--- config.mk ---
export PLATFORM = sky130hd
export DESIGN_NAME = drc_top
export DESIGN_NICKNAME = d
export VERILOG_FILES = /design/src/drc_pkg.sv /design/src/drc_top.sv
export SDC_FILE = /design/constraint.sdc
export NUM_CORES = 1
export LEC_CHECK = 0
export BUFFER_PORTS_ARGS = -buffer_cell sky130_fd_sc_hd__clkbuf_2
export CORE_MARGIN = 5
export CORE_UTILIZATION = 48
export DETAILED_ROUTE_END_ITERATION = 6
export GPL_ROUTABILITY_DRIVEN = 0
export PLACE_DENSITY_LB_ADDON = 0.05
export SYNTH_ARGS = -nofsm -noshare
export SYNTH_HDL_FRONTEND = slang
export SYNTH_SLANG_ARGS = --single-unit
--- constraint.sdc ---
create_clock -name sys_clk -period 7.5 [get_ports sys_clk]
set_input_delay 0.75 -clock sys_clk [delete_from_list [all_inputs] [get_ports sys_clk]]
set_output_delay 0.75 -clock sys_clk [all_outputs]
set_load 0.02 [all_outputs]
--- src/drc_pkg.sv ---
package drc_pkg;

    // Register indices as printed (word addresses on the control port)
    localparam logic [15:0] DRC_ADDR_FX_STATUS    = 16'h0e01;
    localparam logic [15:0] DRC_ADDR_A_SLOPE_REL  = 16'h0e82;
    localparam logic [15:0] DRC_ADDR_A_KNEE       = 16'h0e83;
    localparam logic [15:0] DRC_ADDR_A_GATE_KNEE  = 16'h0e84;
    localparam logic [15:0] DRC_ADDR_B_DETECT     = 16'h0e89;
    localparam logic [15:0] DRC_ADDR_B_TIMING     = 16'h0e8a;

    // Reset values
    localparam logic [15:0] DRC_RST_A_SLOPE_REL   = 16'h0018;
    localparam logic [15:0] DRC_RST_A_KNEE        = 16'h0000;
    localparam logic [15:0] DRC_RST_A_GATE_KNEE   = 16'h0000;
    localparam logic [15:0] DRC_RST_B_DETECT      = 16'h0018;
    localparam logic [15:0] DRC_RST_B_TIMING      = 16'h0930;

    // Writable bit masks (unlisted bits read zero)
    localparam logic [15:0] DRC_MSK_A_SLOPE_REL   = 16'h00ff;
    localparam logic [15:0] DRC_MSK_A_KNEE        = 16'h07ff;
    localparam logic [15:0] DRC_MSK_A_GATE_KNEE   = 16'h03ff;
    localparam logic [15:0] DRC_MSK_B_DETECT      = 16'hfff8;
    localparam logic [15:0] DRC_MSK_B_TIMING      = 16'h1ffc;

    // Field positions
    localparam int DRC_POS_QR_DCY   = 6;
    localparam int DRC_POS_HI_COMP  = 3;
    localparam int DRC_POS_LO_COMP  = 0;
    localparam int DRC_POS_KNEE_IP  = 5;
    localparam int DRC_POS_KNEE_OP  = 0;
    localparam int DRC_POS_RMS      = 11;
    localparam int DRC_POS_PK       = 9;
    localparam int DRC_POS_NG       = 8;
    localparam int DRC_POS_MODE     = 7;
    localparam int DRC_POS_DET      = 6;
    localparam int DRC_POS_K2OP     = 5;
    localparam int DRC_POS_QR       = 4;
    localparam int DRC_POS_AC       = 3;
    localparam int DRC_POS_ATK      = 9;
    localparam int DRC_POS_DCY      = 5;
    localparam int DRC_POS_MINGAIN  = 2;
    localparam int DRC_POS_STS      = 4;

    // Highest legal codes of each field, and the lowest legal attack code
    localparam logic [1:0] DRC_MAX_QR_DCY  = 2'h2;
    localparam logic [2:0] DRC_MAX_HI_COMP = 3'h5;
    localparam logic [2:0] DRC_MAX_LO_COMP = 3'h4;
    localparam logic [5:0] DRC_MAX_KNEE_IP = 6'h3c;
    localparam logic [4:0] DRC_MAX_KNEE_OP = 5'h1e;
    localparam logic [3:0] DRC_MIN_ATK     = 4'h1;
    localparam logic [3:0] DRC_MAX_ATK     = 4'hb;
    localparam logic [3:0] DRC_MAX_DCY     = 4'hb;
    localparam logic [2:0] DRC_MAX_MINGAIN = 3'h4;

    // Status bit of each controller channel inside the 12-bit field
    localparam int DRC_STS_A_L = 4;
    localparam int DRC_STS_B_R = 7;

    // Control-port request and answer
    typedef struct packed {
        logic        wr;
        logic [15:0] addr;
        logic [15:0] wdata;
    } drc_req_t;

    typedef struct packed {
        logic [15:0] rdata;
        logic        hit;
    } drc_rsp_t;

    // One stereo sample pair passing through the buffer
    typedef struct packed {
        logic [23:0] left;
        logic [23:0] right;
    } drc_smp_t;

    typedef enum logic [1:0] {
        DRC_BUF_EMPTY = 2'b01,
        DRC_BUF_FULL  = 2'b10
    } drc_buf_st_t;

endpackage

--- src/drc_top.sv ---
`timescale 1ns/10ps
// Operation
// - Fast-release rate code 0..2 selects 0.725, 1.45, 5.8 ms; 3 reserved.
// - Upper slope codes 0..5 valid, 6..7 reserved, resets to 3.
// - Lower slope codes 0..4 valid, above reserved, resets to 0.
// - Knee input level six bits, -0.75dB steps, top legal code 0x3c.
// - Knee output level five bits, -0.75dB steps, code 0x1f reserved.
// - Gate knee input applies only while the noise gate is enabled.
// - Gate knee output applies only while its enable bit is set.
// - Read-only status bits 15:4 show filter, controller, equalizer enables.
// - Enable refused when clock budget short; active paths kept; error raised.
// - RMS threshold five bits, -30dB down to -76.5dB, in RMS mode.
// - Crest threshold two bits, 12 to 30dB, used in peak mode.
// - Detect kind bit 7: 0 peak, 1 RMS; resets to peak.
// - Detect enable bit 6 turns detection on; resets off.
// - Gate enable bit 8; fast release bit 4, clip guard bit 3 reset on.
// - Attack rate 1..11 legal, 181us doubling to 185.6ms.
// - Decay rate 0..11 legal, 1.45ms to 2.97s, resets to 9.
// - Gain floor codes 0..4 legal, above reserved.
module drc_top
    import drc_pkg::*;
(
    // Clock and reset
    input  wire logic        sys_clk,
    input  wire logic        rst,
    // Control port
    input  wire drc_req_t    req,
    input  wire logic        req_valid,
    output drc_rsp_t         rsp,
    output logic             rsp_valid,
    // Path enable requests and clock budget from the mixer side
    input  wire logic [11:0] path_enable_req,
    input  wire logic [11:0] path_fits_clock,
    output logic             underclock_err,
    // Applied settings
    output logic [15:0]      drc_a_cfg,
    output logic [15:0]      drc_b_cfg,
    output logic [9:0]       gate_a_applied,
    output logic [9:0]       rms_or_crest_thr,
    // Sample stream in and out
    input  wire drc_smp_t    in_smp,
    input  wire logic        in_valid,
    output logic             in_ready,
    output drc_smp_t         out_smp,
    output logic             out_valid,
    input  wire logic        out_ready
);

    logic [15:0] a_slope_r, a_knee_r, a_gate_r, b_det_r, b_tim_r;
    logic [11:0] sts_r;
    logic        wr_hit;

    // Register writes, masked to implemented bits
    always_ff @(posedge sys_clk or posedge rst) begin
        if (rst) begin
            a_slope_r <= DRC_RST_A_SLOPE_REL;
            a_knee_r  <= DRC_RST_A_KNEE;
            a_gate_r  <= DRC_RST_A_GATE_KNEE;
            b_det_r   <= DRC_RST_B_DETECT;
            b_tim_r   <= DRC_RST_B_TIMING;
        end else if (req_valid && req.wr) begin
            unique case (req.addr)
                DRC_ADDR_A_SLOPE_REL: a_slope_r <= req.wdata & DRC_MSK_A_SLOPE_REL;
                DRC_ADDR_A_KNEE:      a_knee_r  <= req.wdata & DRC_MSK_A_KNEE;
                DRC_ADDR_A_GATE_KNEE: a_gate_r  <= req.wdata & DRC_MSK_A_GATE_KNEE;
                DRC_ADDR_B_DETECT:    b_det_r   <= req.wdata & DRC_MSK_B_DETECT;
                DRC_ADDR_B_TIMING:    b_tim_r   <= req.wdata & DRC_MSK_B_TIMING;
                default: ;                                        // Status is read-only
            endcase
        end
    end

    assign wr_hit = (req.addr == DRC_ADDR_A_SLOPE_REL) || (req.addr == DRC_ADDR_A_KNEE)
                 || (req.addr == DRC_ADDR_A_GATE_KNEE) || (req.addr == DRC_ADDR_B_DETECT)
                 || (req.addr == DRC_ADDR_B_TIMING) || (req.addr == DRC_ADDR_FX_STATUS);

    // Read answer one cycle after request; unmapped reads zero with hit low
    always_ff @(posedge sys_clk or posedge rst) begin
        if (rst) begin
            rsp       <= '0;
            rsp_valid <= 1'b0;
        end else begin
            rsp_valid <= req_valid;
            rsp.hit   <= req_valid && wr_hit;
            if (req_valid) begin
                unique case (req.addr)
                    DRC_ADDR_FX_STATUS:   rsp.rdata <= {sts_r, 4'h0};
                    DRC_ADDR_A_SLOPE_REL: rsp.rdata <= a_slope_r;
                    DRC_ADDR_A_KNEE:      rsp.rdata <= a_knee_r;
                    DRC_ADDR_A_GATE_KNEE: rsp.rdata <= a_gate_r;
                    DRC_ADDR_B_DETECT:    rsp.rdata <= b_det_r;
                    DRC_ADDR_B_TIMING:    rsp.rdata <= b_tim_r;
                    default:              rsp.rdata <= 16'h0000;
                endcase
            end
        end
    end

    // Path enables: a new path only starts if the clock budget allows it;
    // running paths are kept so a short budget never drops live audio
    logic [11:0] sts_nxt;
    logic [11:0] refused;
    always_comb begin
        refused = path_enable_req & ~sts_r & ~path_fits_clock;
        sts_nxt = path_enable_req & (sts_r | path_fits_clock);
    end

    always_ff @(posedge sys_clk or posedge rst) begin
        if (rst) begin
            sts_r          <= 12'h000;
            underclock_err <= 1'b0;
        end else begin
            sts_r          <= sts_nxt;
            underclock_err <= |refused;
        end
    end

    // Applied gate knee: fields gated by their enables.
    // Reserved codes are passed through untouched, since software keeps clear of them
    logic ng_a_on;
    logic k2op_a_on;
    assign ng_a_on   = b_det_r[DRC_POS_NG];
    assign k2op_a_on = b_det_r[DRC_POS_K2OP];
    always_ff @(posedge sys_clk or posedge rst) begin
        if (rst) begin
            gate_a_applied <= 10'h000;
        end else begin
            gate_a_applied[9:5] <= ng_a_on   ? a_gate_r[9:5] : 5'h00;
            gate_a_applied[4:0] <= k2op_a_on ? a_gate_r[4:0] : 5'h00;
        end
    end

    // Detection threshold: RMS level or crest factor by detect kind
    always_ff @(posedge sys_clk or posedge rst) begin
        if (rst) begin
            rms_or_crest_thr <= 10'h000;
        end else if (!b_det_r[DRC_POS_DET]) begin
            rms_or_crest_thr <= 10'h000;
        end else if (b_det_r[DRC_POS_MODE]) begin
            rms_or_crest_thr <= {5'h10, b_det_r[DRC_POS_RMS +: 5]};
        end else begin
            rms_or_crest_thr <= {8'h00, b_det_r[DRC_POS_PK +: 2]};
        end
    end

    // Settings bundles for the gain engine
    always_ff @(posedge sys_clk or posedge rst) begin
        if (rst) begin
            drc_a_cfg <= 16'h0000;
            drc_b_cfg <= 16'h0000;
        end else begin
            drc_a_cfg <= {a_knee_r[10:0], a_slope_r[7:3]};
            drc_b_cfg <= {b_tim_r[12:2], b_det_r[4:3], a_slope_r[2:0]};
        end
    end

    // Two-entry sample buffer; in_ready drops only when both slots hold data
    drc_smp_t    slot0_r, slot1_r;
    drc_buf_st_t buf_r;
    logic        cnt2_r;
    logic        push, pop;
    assign push = in_valid && in_ready;
    assign pop  = out_valid && out_ready;

    always_ff @(posedge sys_clk or posedge rst) begin
        if (rst) begin
            buf_r     <= DRC_BUF_EMPTY;
            cnt2_r    <= 1'b0;
            out_valid <= 1'b0;
            in_ready  <= 1'b1;
            slot0_r   <= '0;
            slot1_r   <= '0;
        end else begin
            unique case ({push, pop})
                2'b10: begin
                    if (!out_valid) begin
                        slot0_r   <= in_smp;
                        out_valid <= 1'b1;
                    end else begin
                        slot1_r  <= in_smp;
                        cnt2_r   <= 1'b1;
                        in_ready <= 1'b0;
                        buf_r    <= DRC_BUF_FULL;
                    end
                end
                2'b01: begin
                    if (cnt2_r) begin
                        slot0_r  <= slot1_r;
                        cnt2_r   <= 1'b0;
                        in_ready <= 1'b1;
                        buf_r    <= DRC_BUF_EMPTY;
                    end else begin
                        out_valid <= 1'b0;
                    end
                end
                2'b11: slot0_r <= in_smp;   // Only possible with one slot held
                default: ;
            endcase
        end
    end
    assign out_smp = slot0_r;
endmodule // drc_top

# --- Word level (Yosys, flattened, before mapping) ---
# Index checks and enable logic that the tools add are counted.
totals:
  register_bits: 235
  input_bits: 110
  out_inout_bits: 121
  wordCells: 77
classes:
  n_eq_ne: 13
  mux: 15
  n_bitwise: 6
  reduce_logical: 22
op_table:
  columns: ["cell", "count"]
  rows:
  - ["$pmux W48 S3", 1]
  - ["$eq A16 B12 Y1 const B", 6]
  - ["$mux W48", 2]
  - ["$pmux W16 S6", 1]
  - ["$and A12 B12 Y12", 3]
  - ["$not A12 Y12", 2]
  - ["$mux W10", 2]
  - ["$reduce_and A2 Y1", 8]
  - ["$or A12 B12 Y12", 1]
  - ["$reduce_or A12 Y1", 1]
  - ["$mux W5", 2]
  - ["$ne A2 B2 Y1 const B", 4]
  - ["$pmux W1 S2", 3]
  - ["$reduce_and A3 Y1", 2]
  - ["$logic_or A1 B1 Y1", 5]
  - ["$eq A2 B2 Y1 const B", 2]
  - ["$logic_and A1 B1 Y1", 4]
  - ["$mux W1", 4]
  - ["$reduce_bool A3 Y1", 1]
  - ["$eq A2 B1 Y1 const B", 1]
  - ["$reduce_bool A2 Y1", 1]

# --- Logic depth before layout (Yosys ltp) ---
# Gate-level depths: netlist (run 1).
depth:
  depth_word: 7
  mapped_depth: 7
  depth_no_buf: 5

# --- Worst setup path before layout (run 1) ---
# Ideal clock, no wire load.
synth_timing:
  path_kind: "input -> register"
  startpoint: "in req[24] (netlist bit)"
  endpoint: "reg b_tim_r[10]"
  setup_time_ns: 0.125
  t_arrival_ns: 2.213
  required_ns: 7.375
  path_slack_ns: 5.162
  stages: 6
  path_buffers: 2
  cell_sequence: "and4b_1 clkbuf_1 nand4_4 nor3_1 buf_4 mux2_2"
synth_between:
  elab_chain_len: 2
synth_rtl:
  columns: ["item", "line_no", "text"]
  rows:
  - ["start, declared", "drc_top.sv:27", "input wire drc_req_t req,"]
  - ["$eq A16 B12 Y1", "drc_top.sv:62", "unique case (req.addr)"]
  - ["$reduce_and A2 Y1 (no source line)", null, null]
  - ["end signal, assigned", "drc_top.sv:67", "DRC_ADDR_B_TIMING: b_tim_r <= req.wdata & DRC_MSK_B_TIMING;"]
  - ["end, declared", "drc_top.sv:49", "logic [15:0] a_slope_r, a_knee_r, a_gate_r, b_det_r, b_tim_r;"]
# No other way between the ends.
# A chain may end at the register's enable or synchronous reset.

# --- Worst setup path in the final report (run 1) ---
layout_timing:
  startpoint: "in req[29] (netlist bit)"
  endpoint: "reg b_tim_r[10]"
# Same word-level chain as after synthesis.

==> flow_summary.json, run 1 <==
{
  "power_density_mw_per_mm2": 228,
  "p_leak_nw": 5.65,
  "r2r_slack_ns": 5.16,
  "critPathBufInv": 1,
  "h-tree-depth": 1,
  "crit_type": "in -> reg",
  "syn_avg_cell_area_um2": 13.1,
  "max_slew_margin": 0.376,
  "dieArea_mm2": 0.0221,
  "syn_area_mm2": 0.00922,
  "vdd_drop_max_mv": 0.172,
  "diodes": 0,
  "clk_pin_slew_worst_paths_ns": 0.06,
  "routed_wl_mm": 22.3,
  "tns_ns": 0,
  "start_kind": "input pin",
  "layout-drive-gt1-share": 0.419,
  "hold_path_class": "in -> async",
  "overflow": 0,
  "ys.flop_type": "dfrtp_1",
  "worstMarginPinSlew_ns": 0.931,
  "dpl_cell_area_mm2": 0.0106,
  "die_h_um": 149,
  "grt_pass1_vias": 6698,
  "netlist_instances": 703,
  "dieWidth_um": 149,
  "post-cts-setup-buffers": 0,
  "crit_family": "simple AND/OR/NAND/NOR gates",
  "crit_slowest_cell": "nor3_2",
  "insertion_delay_ns": 0.50,
  "cp-end-kind": "flip-flop",
  "r2r_end": "out_smp[15]$_DFFE_PP0P_",
  "fin_nets": 1037,
  "outcome": "completed",
  "pre_cts_slack_ns": 4.51,
  "holdWs_ns": 0.393,
  "seq_area_mm2": 0.00579,
  "worstPathCellList": "clkbuf_2 > nor4_4 > nand4_4 > nor3_2 > mux2_2",
  "cts_tree": "done",
  "postCtsHoldBufs": 0,
  "syn_to_final_growth_pct": 23.1,
  "maxSlewViolCount": 0,
  "final_area_mm2": 0.0113,
  "root_buffer": "clkbuf_16",
  "num_rows": 50,
  "grt_max_degree": 110,
  "initial_utilization": 0.489,
  "yosysSeqAreaShare": 0.629,
  "async_reset_ff_frac": 1.00,
  "layout_common_cells": "clkbuf_2, dfrtp_1, mux2_2",
  "io_pins": 231,
  "yosysWarnings": 0,
  "cts.sinks": 231,
  "critPathArrivalTime_ns": 2.84,
  "drv_cap": 0,
  "required_ns": 7.88,
  "ant_nets": 0,
  "fmax_ghz": 0.406,
  "reg2regPathDepth": 5,
  "ys_seq_elements": 231,
  "rsz0062_at_grt": "no",
  "setup_viol": 0,
  "synth_edf_count": 0,
  "rr_startpoint": "in_ready$_DFFE_PP1P_",
  "first_pass_iters": 5,
  "multi_input_area_mm2": 0.00326,
  "drcViolationCount": 0,
  "fin_ws_ns": 5.04,
  "routed_via_density": 5.26,
  "synth_cell_type_count": 48,
  "clock_skew_ns": 0.00660,
  "wire_per_inst_um": 18.6,
  "dp_hpwl_mm": 15.9,
  "finalCritPeriodShare": 0.328,
  "grt_antenna_before_repair": 0,
  "vias": 6317,
  "hold_viol": 0,
  "cts_resized": 0,
  "slowest_delay_ns": 0.81,
  "final_common_cell": "clkbuf_2",
  "grt_pass1_wl_mm": 35.6,
  "portBuffers": 226,
  "clk_path_buf_depth": 3,
  "cts_buffers": 25,
  "nFillCells": 1562,
  "core_region_area_mm2": 0.0188,
  "drtIter0Drc": 232,
  "period_minus_slack_ns": 2.46,
  "worst-path-max-fanout": 11,
  "grtUsageTotal": 0.200
}
-- how the worst max path moves through the flow --
stage                                    start                       to  cells after the start  slack [ns]
after floorplan                            rst  a_gate_r[0]$_DFFE_PP0P_                      1        0.43
after global placement                 req[29]   b_tim_r[9]$_DFFE_PP0P_                      5        4.58
after detailed placement               req[29]  b_tim_r[10]$_DFFE_PP0P_                      5        4.51
after CTS                              req[29]      rsp[10]$_DFFE_PP0P_                      6        5.04
after global routing      in_ready$_DFFE_PP1P_   out_smp[8]$_DFFE_PP0P_                      5        4.91
final                                  req[29]  b_tim_r[10]$_DFFE_PP0P_                      5        5.04
-- cell families (layout without fill, tap and decap cells) --
group	after synthesis	count (layout)	synth area share
DFF	231	231	0.629
and+or+nand+nor	172	172	0.0984
muxes	157	157	0.185
AOI/OAI and AO/OA	99	99	0.0663
buffers and inverters	42	277	0.0209
other	1	4	0.000407
xor gates and xnor gates	1	1	0.000951
-- metal layers --
metal / track usage / share of wire / wire, µm / vias to the layer above
met5: 0 / 0 / 0 / -
met3: 0.0408 / 0.068 / 1510 / 27
met1: 0.258 / 0.41 / 9260 / 3149
met4: 0.0490 / 0.015 / 346 / 0
li1: - / - / - / 2933
met2: 0.348 / 0.50 / 11200 / 208
-- cells in the mapped netlist (8+ instances only) --
master / n / area (µm²)
a21oi_1: 52 / 260
a22oi_1: 14 / 105
and2_1: 11 / 68.8
buf_1: 8 / 30.0
clkbuf_1: 16 / 60.1
dfrtp_1: 222 / 5560
dfstp_2: 9 / 236
mux2_2: 102 / 1150
mux2i_1: 54 / 541
nand2_1: 13 / 48.8
nor2_1: 92 / 345
nor2b_1: 15 / 93.8
-- sequential cells by signal, summed over array words and instances, names as in the netlist, 6 cells and up --
| register | count |
|---|---|
| rsp | 17 |
| sts_r | 12 |
| out_smp | 48 |
| a_slope_r | 8 |
| gate_a_applied | 10 |
| rms_or_crest_thr | 6 |
| a_knee_r | 11 |
| drc_a_cfg | 16 |
| drc_b_cfg | 16 |
| slot1_r | 48 |
| b_tim_r | 11 |
| b_det_r | 13 |
| a_gate_r | 10 |
-- power breakdown --
part / internal [mW] / total [mW] / switching (mW)
clock: 0.675 / 1.14 / 0.463
combinational: 0.0577 / 0.165 / 0.107
sequential: 1.27 / 1.29 / 0.0156
total: 2.00 / 2.59 / 0.585
-- cell type report --
type | count | share of cell area
inverter | 4 | 0.00199
timing repair buffer | 232 | 0.104
clock buffer | 37 | 0.0653
multi-input combinational | 433 | 0.288
clock inverter | 4 | 0.00199
sequential | 231 | 0.511
tap | 260 | 0.0287
-- per-stage QoR --
stage                      util  total power [mW]  std cells
after floorplan               -              1.40        706
after global placement    0.562              1.47       1160
after detailed placement  0.562              1.48       1160
after CTS                 0.602              2.62       1201
after global routing      0.602              2.70       1201
final                     0.602              2.59       1201
Note: power is estimated with default switching activity, not from simulation.
==> inputs of run 2 (changes only) <==
--- a/config.mk
+++ b/config.mk
@@ -7,7 +7,7 @@
 export LEC_CHECK = 0
 export BUFFER_PORTS_ARGS = -buffer_cell sky130_fd_sc_hd__clkbuf_2
 export CORE_MARGIN = 5
-export CORE_UTILIZATION = 48
+export CORE_UTILIZATION = 53
 export DETAILED_ROUTE_END_ITERATION = 6
 export GPL_ROUTABILITY_DRIVEN = 0
 export PLACE_DENSITY_LB_ADDON = 0.05
==> constraint.sdc (replaced) <==
create_clock -name sys_clk -period 2.4 [get_ports sys_clk]
set_input_delay 0.24 -clock sys_clk [delete_from_list [all_inputs] [get_ports sys_clk]]
set_output_delay 0.24 -clock sys_clk [all_outputs]
set_load 0.02 [all_outputs]
==> run 2 against run 1 <==
Compared with the run above:
- first-iteration DRC count rose by 53%
- worst setup slack got worse by 4.3 ns
- clock power rose to 3.4 times the previous value
- critical path type is now reg -> reg
- largest cell class unchanged
- largest power group unchanged
==> flow_summary.json, run 2 (synthesis gave the netlist of run 1 again) <==
{
  "outcome": "completed",
  "first_pass_iters": 5,
  "final_common_cell": "clkbuf_2",
  "layout-drive-gt1-share": 0.404,
  "clk_pin_slew_worst_paths_ns": 0.06,
  "period_minus_slack_ns": 1.67,
  "drtIter0Drc": 356,
  "critPathArrivalTime_ns": 2.06,
  "cts_tree": "done",
  "p_leak_nw": 6.11,
  "io_pins": 231,
  "fin_nets": 1125,
  "dieArea_mm2": 0.0201,
  "cp-end-kind": "flip-flop",
  "grt_pass1_wl_mm": 37.0,
  "insertion_delay_ns": 0.50,
  "root_buffer": "clkbuf_16",
  "vias": 6780,
  "ant_nets": 0,
  "hold_viol": 0,
  "cts_buffers": 24,
  "die_h_um": 142,
  "hold_path_class": "in -> reg",
  "grt_antenna_before_repair": 0,
  "nFillCells": 1212,
  "drcViolationCount": 0,
  "vdd_drop_max_mv": 0.696,
  "post-cts-setup-buffers": 0,
  "dp_hpwl_mm": 15.9,
  "fmax_ghz": 0.597,
  "portBuffers": 226,
  "layout_common_cells": "clkbuf_2, dfrtp_1, mux2_2",
  "power_density_mw_per_mm2": 691,
  "setup_viol": 0,
  "diodes": 0,
  "dpl_cell_area_mm2": 0.0107,
  "worst-path-max-fanout": 27,
  "overflow": 0,
  "start_kind": "flip-flop",
  "core_region_area_mm2": 0.0172,
  "num_rows": 48,
  "clock_skew_ns": 0.00772,
  "holdWs_ns": 0.0163,
  "power_mw": 8.49,
  "h-tree-depth": 1,
  "cts_resized": 0,
  "routed_via_density": 5.40,
  "grt_max_degree": 73,
  "cts.sinks": 231,
  "clk_path_buf_depth": 3,
  "finalCritPeriodShare": 0.698,
  "wire_per_inst_um": 18.6,
  "initial_utilization": 0.536,
  "rsz0062_at_grt": "no",
  "maxSlewViolCount": 0,
  "max_slew_margin": 0.355,
  "worstMarginPinSlew_ns": 0.959,
  "drv_cap": 0,
  "routed_wl_mm": 23.4,
  "required_ns": 2.78,
  "grt_pass1_vias": 7128,
  "crit_type": "reg -> reg",
  "dieWidth_um": 142,
  "grtUsageTotal": 0.230,
  "final_area_mm2": 0.0123,
  "syn_to_final_growth_pct": 33.4
}
run 2: cell count changes in the layout (fill, tap and decap cells not counted), sizes merged, moves of 2 or more:
cell	previous run	this run
dlygate4sd3	0	72
buf	6	23
bufinv	0	2
clkbuf	263	260
run 2: what timing repair did:
action,4_1_cts,5_1_grt
hold buffers,72,0
setup endpoints to repair,0,0
hold endpoints to repair,80,0
run 2: metal layers:
metal  GRT usage  vias up  wire [µm]
li1            -     3112          -
met1       0.293     3385       9360
met2       0.399      234      11800
met3      0.0442       49       1510
met4      0.0742        0        675
met5           0        -          0
run 2: area by class of cell:
type                    count  area, µm²  share of cell area
clock buffers              34        749              0.0610
clock inverters             7       87.6             0.00712
multi-input cells         433       3260               0.266
flip-flops and latches    231       5790               0.471
repair buffers            321       2100               0.171
well taps                 225        282              0.0229
inverters                   4       18.8             0.00153
run 2: stage by stage:
step / cells / util / setup WS (ns) / setup TNS [ns]
after global placement: 1142 / 0.625 / 0.311 / 0
final: 1255 / 0.716 / 0.725 / 0
after CTS: 1255 / 0.716 / 0.727 / 0
after global routing: 1255 / 0.716 / 0.595 / 0
after floorplan: 706 / - / -0.855 / -190.35
after detailed placement: 1142 / 0.625 / 0.231 / 0
run 2: final timing paths:
path	slack, ns	depth (start not counted)	to	start
worst min register to register	0.40	0	drc_b_cfg[2]$_DFF_PP0_	a_slope_r[2]$_DFFE_PP0P_
worst max-delay path	0.73	5	out_smp[8]$_DFFE_PP0P_	in_ready$_DFFE_PP1P_
min in group asynchronous	0.35	3	drc_b_cfg[14]$_DFF_PP0_	rst
worst max register to register	0.73	5	out_smp[8]$_DFFE_PP0P_	in_ready$_DFFE_PP1P_
max in group asynchronous	1.36	4	a_slope_r[3]$_DFFE_PP1P_	rst
worst min-delay path	0.02	3	sts_r[8]$_DFF_PP0_	path_fits_clock[8]
run 2: power breakdown:
group	internal [mW]	switching, mW	total, mW
Sequential	3.97	0.0501	4.02
Clock	2.37	1.46	3.83
Combinational	0.278	0.364	0.642
run 2: worst max-delay path, stage by stage (launching register included):
cell and delay (ns):
dfstp_2 0.57, nand2_1 0.12, and3_2 0.24, buf_4 0.27
mux2i_1 0.25, a21oi_1 0.09
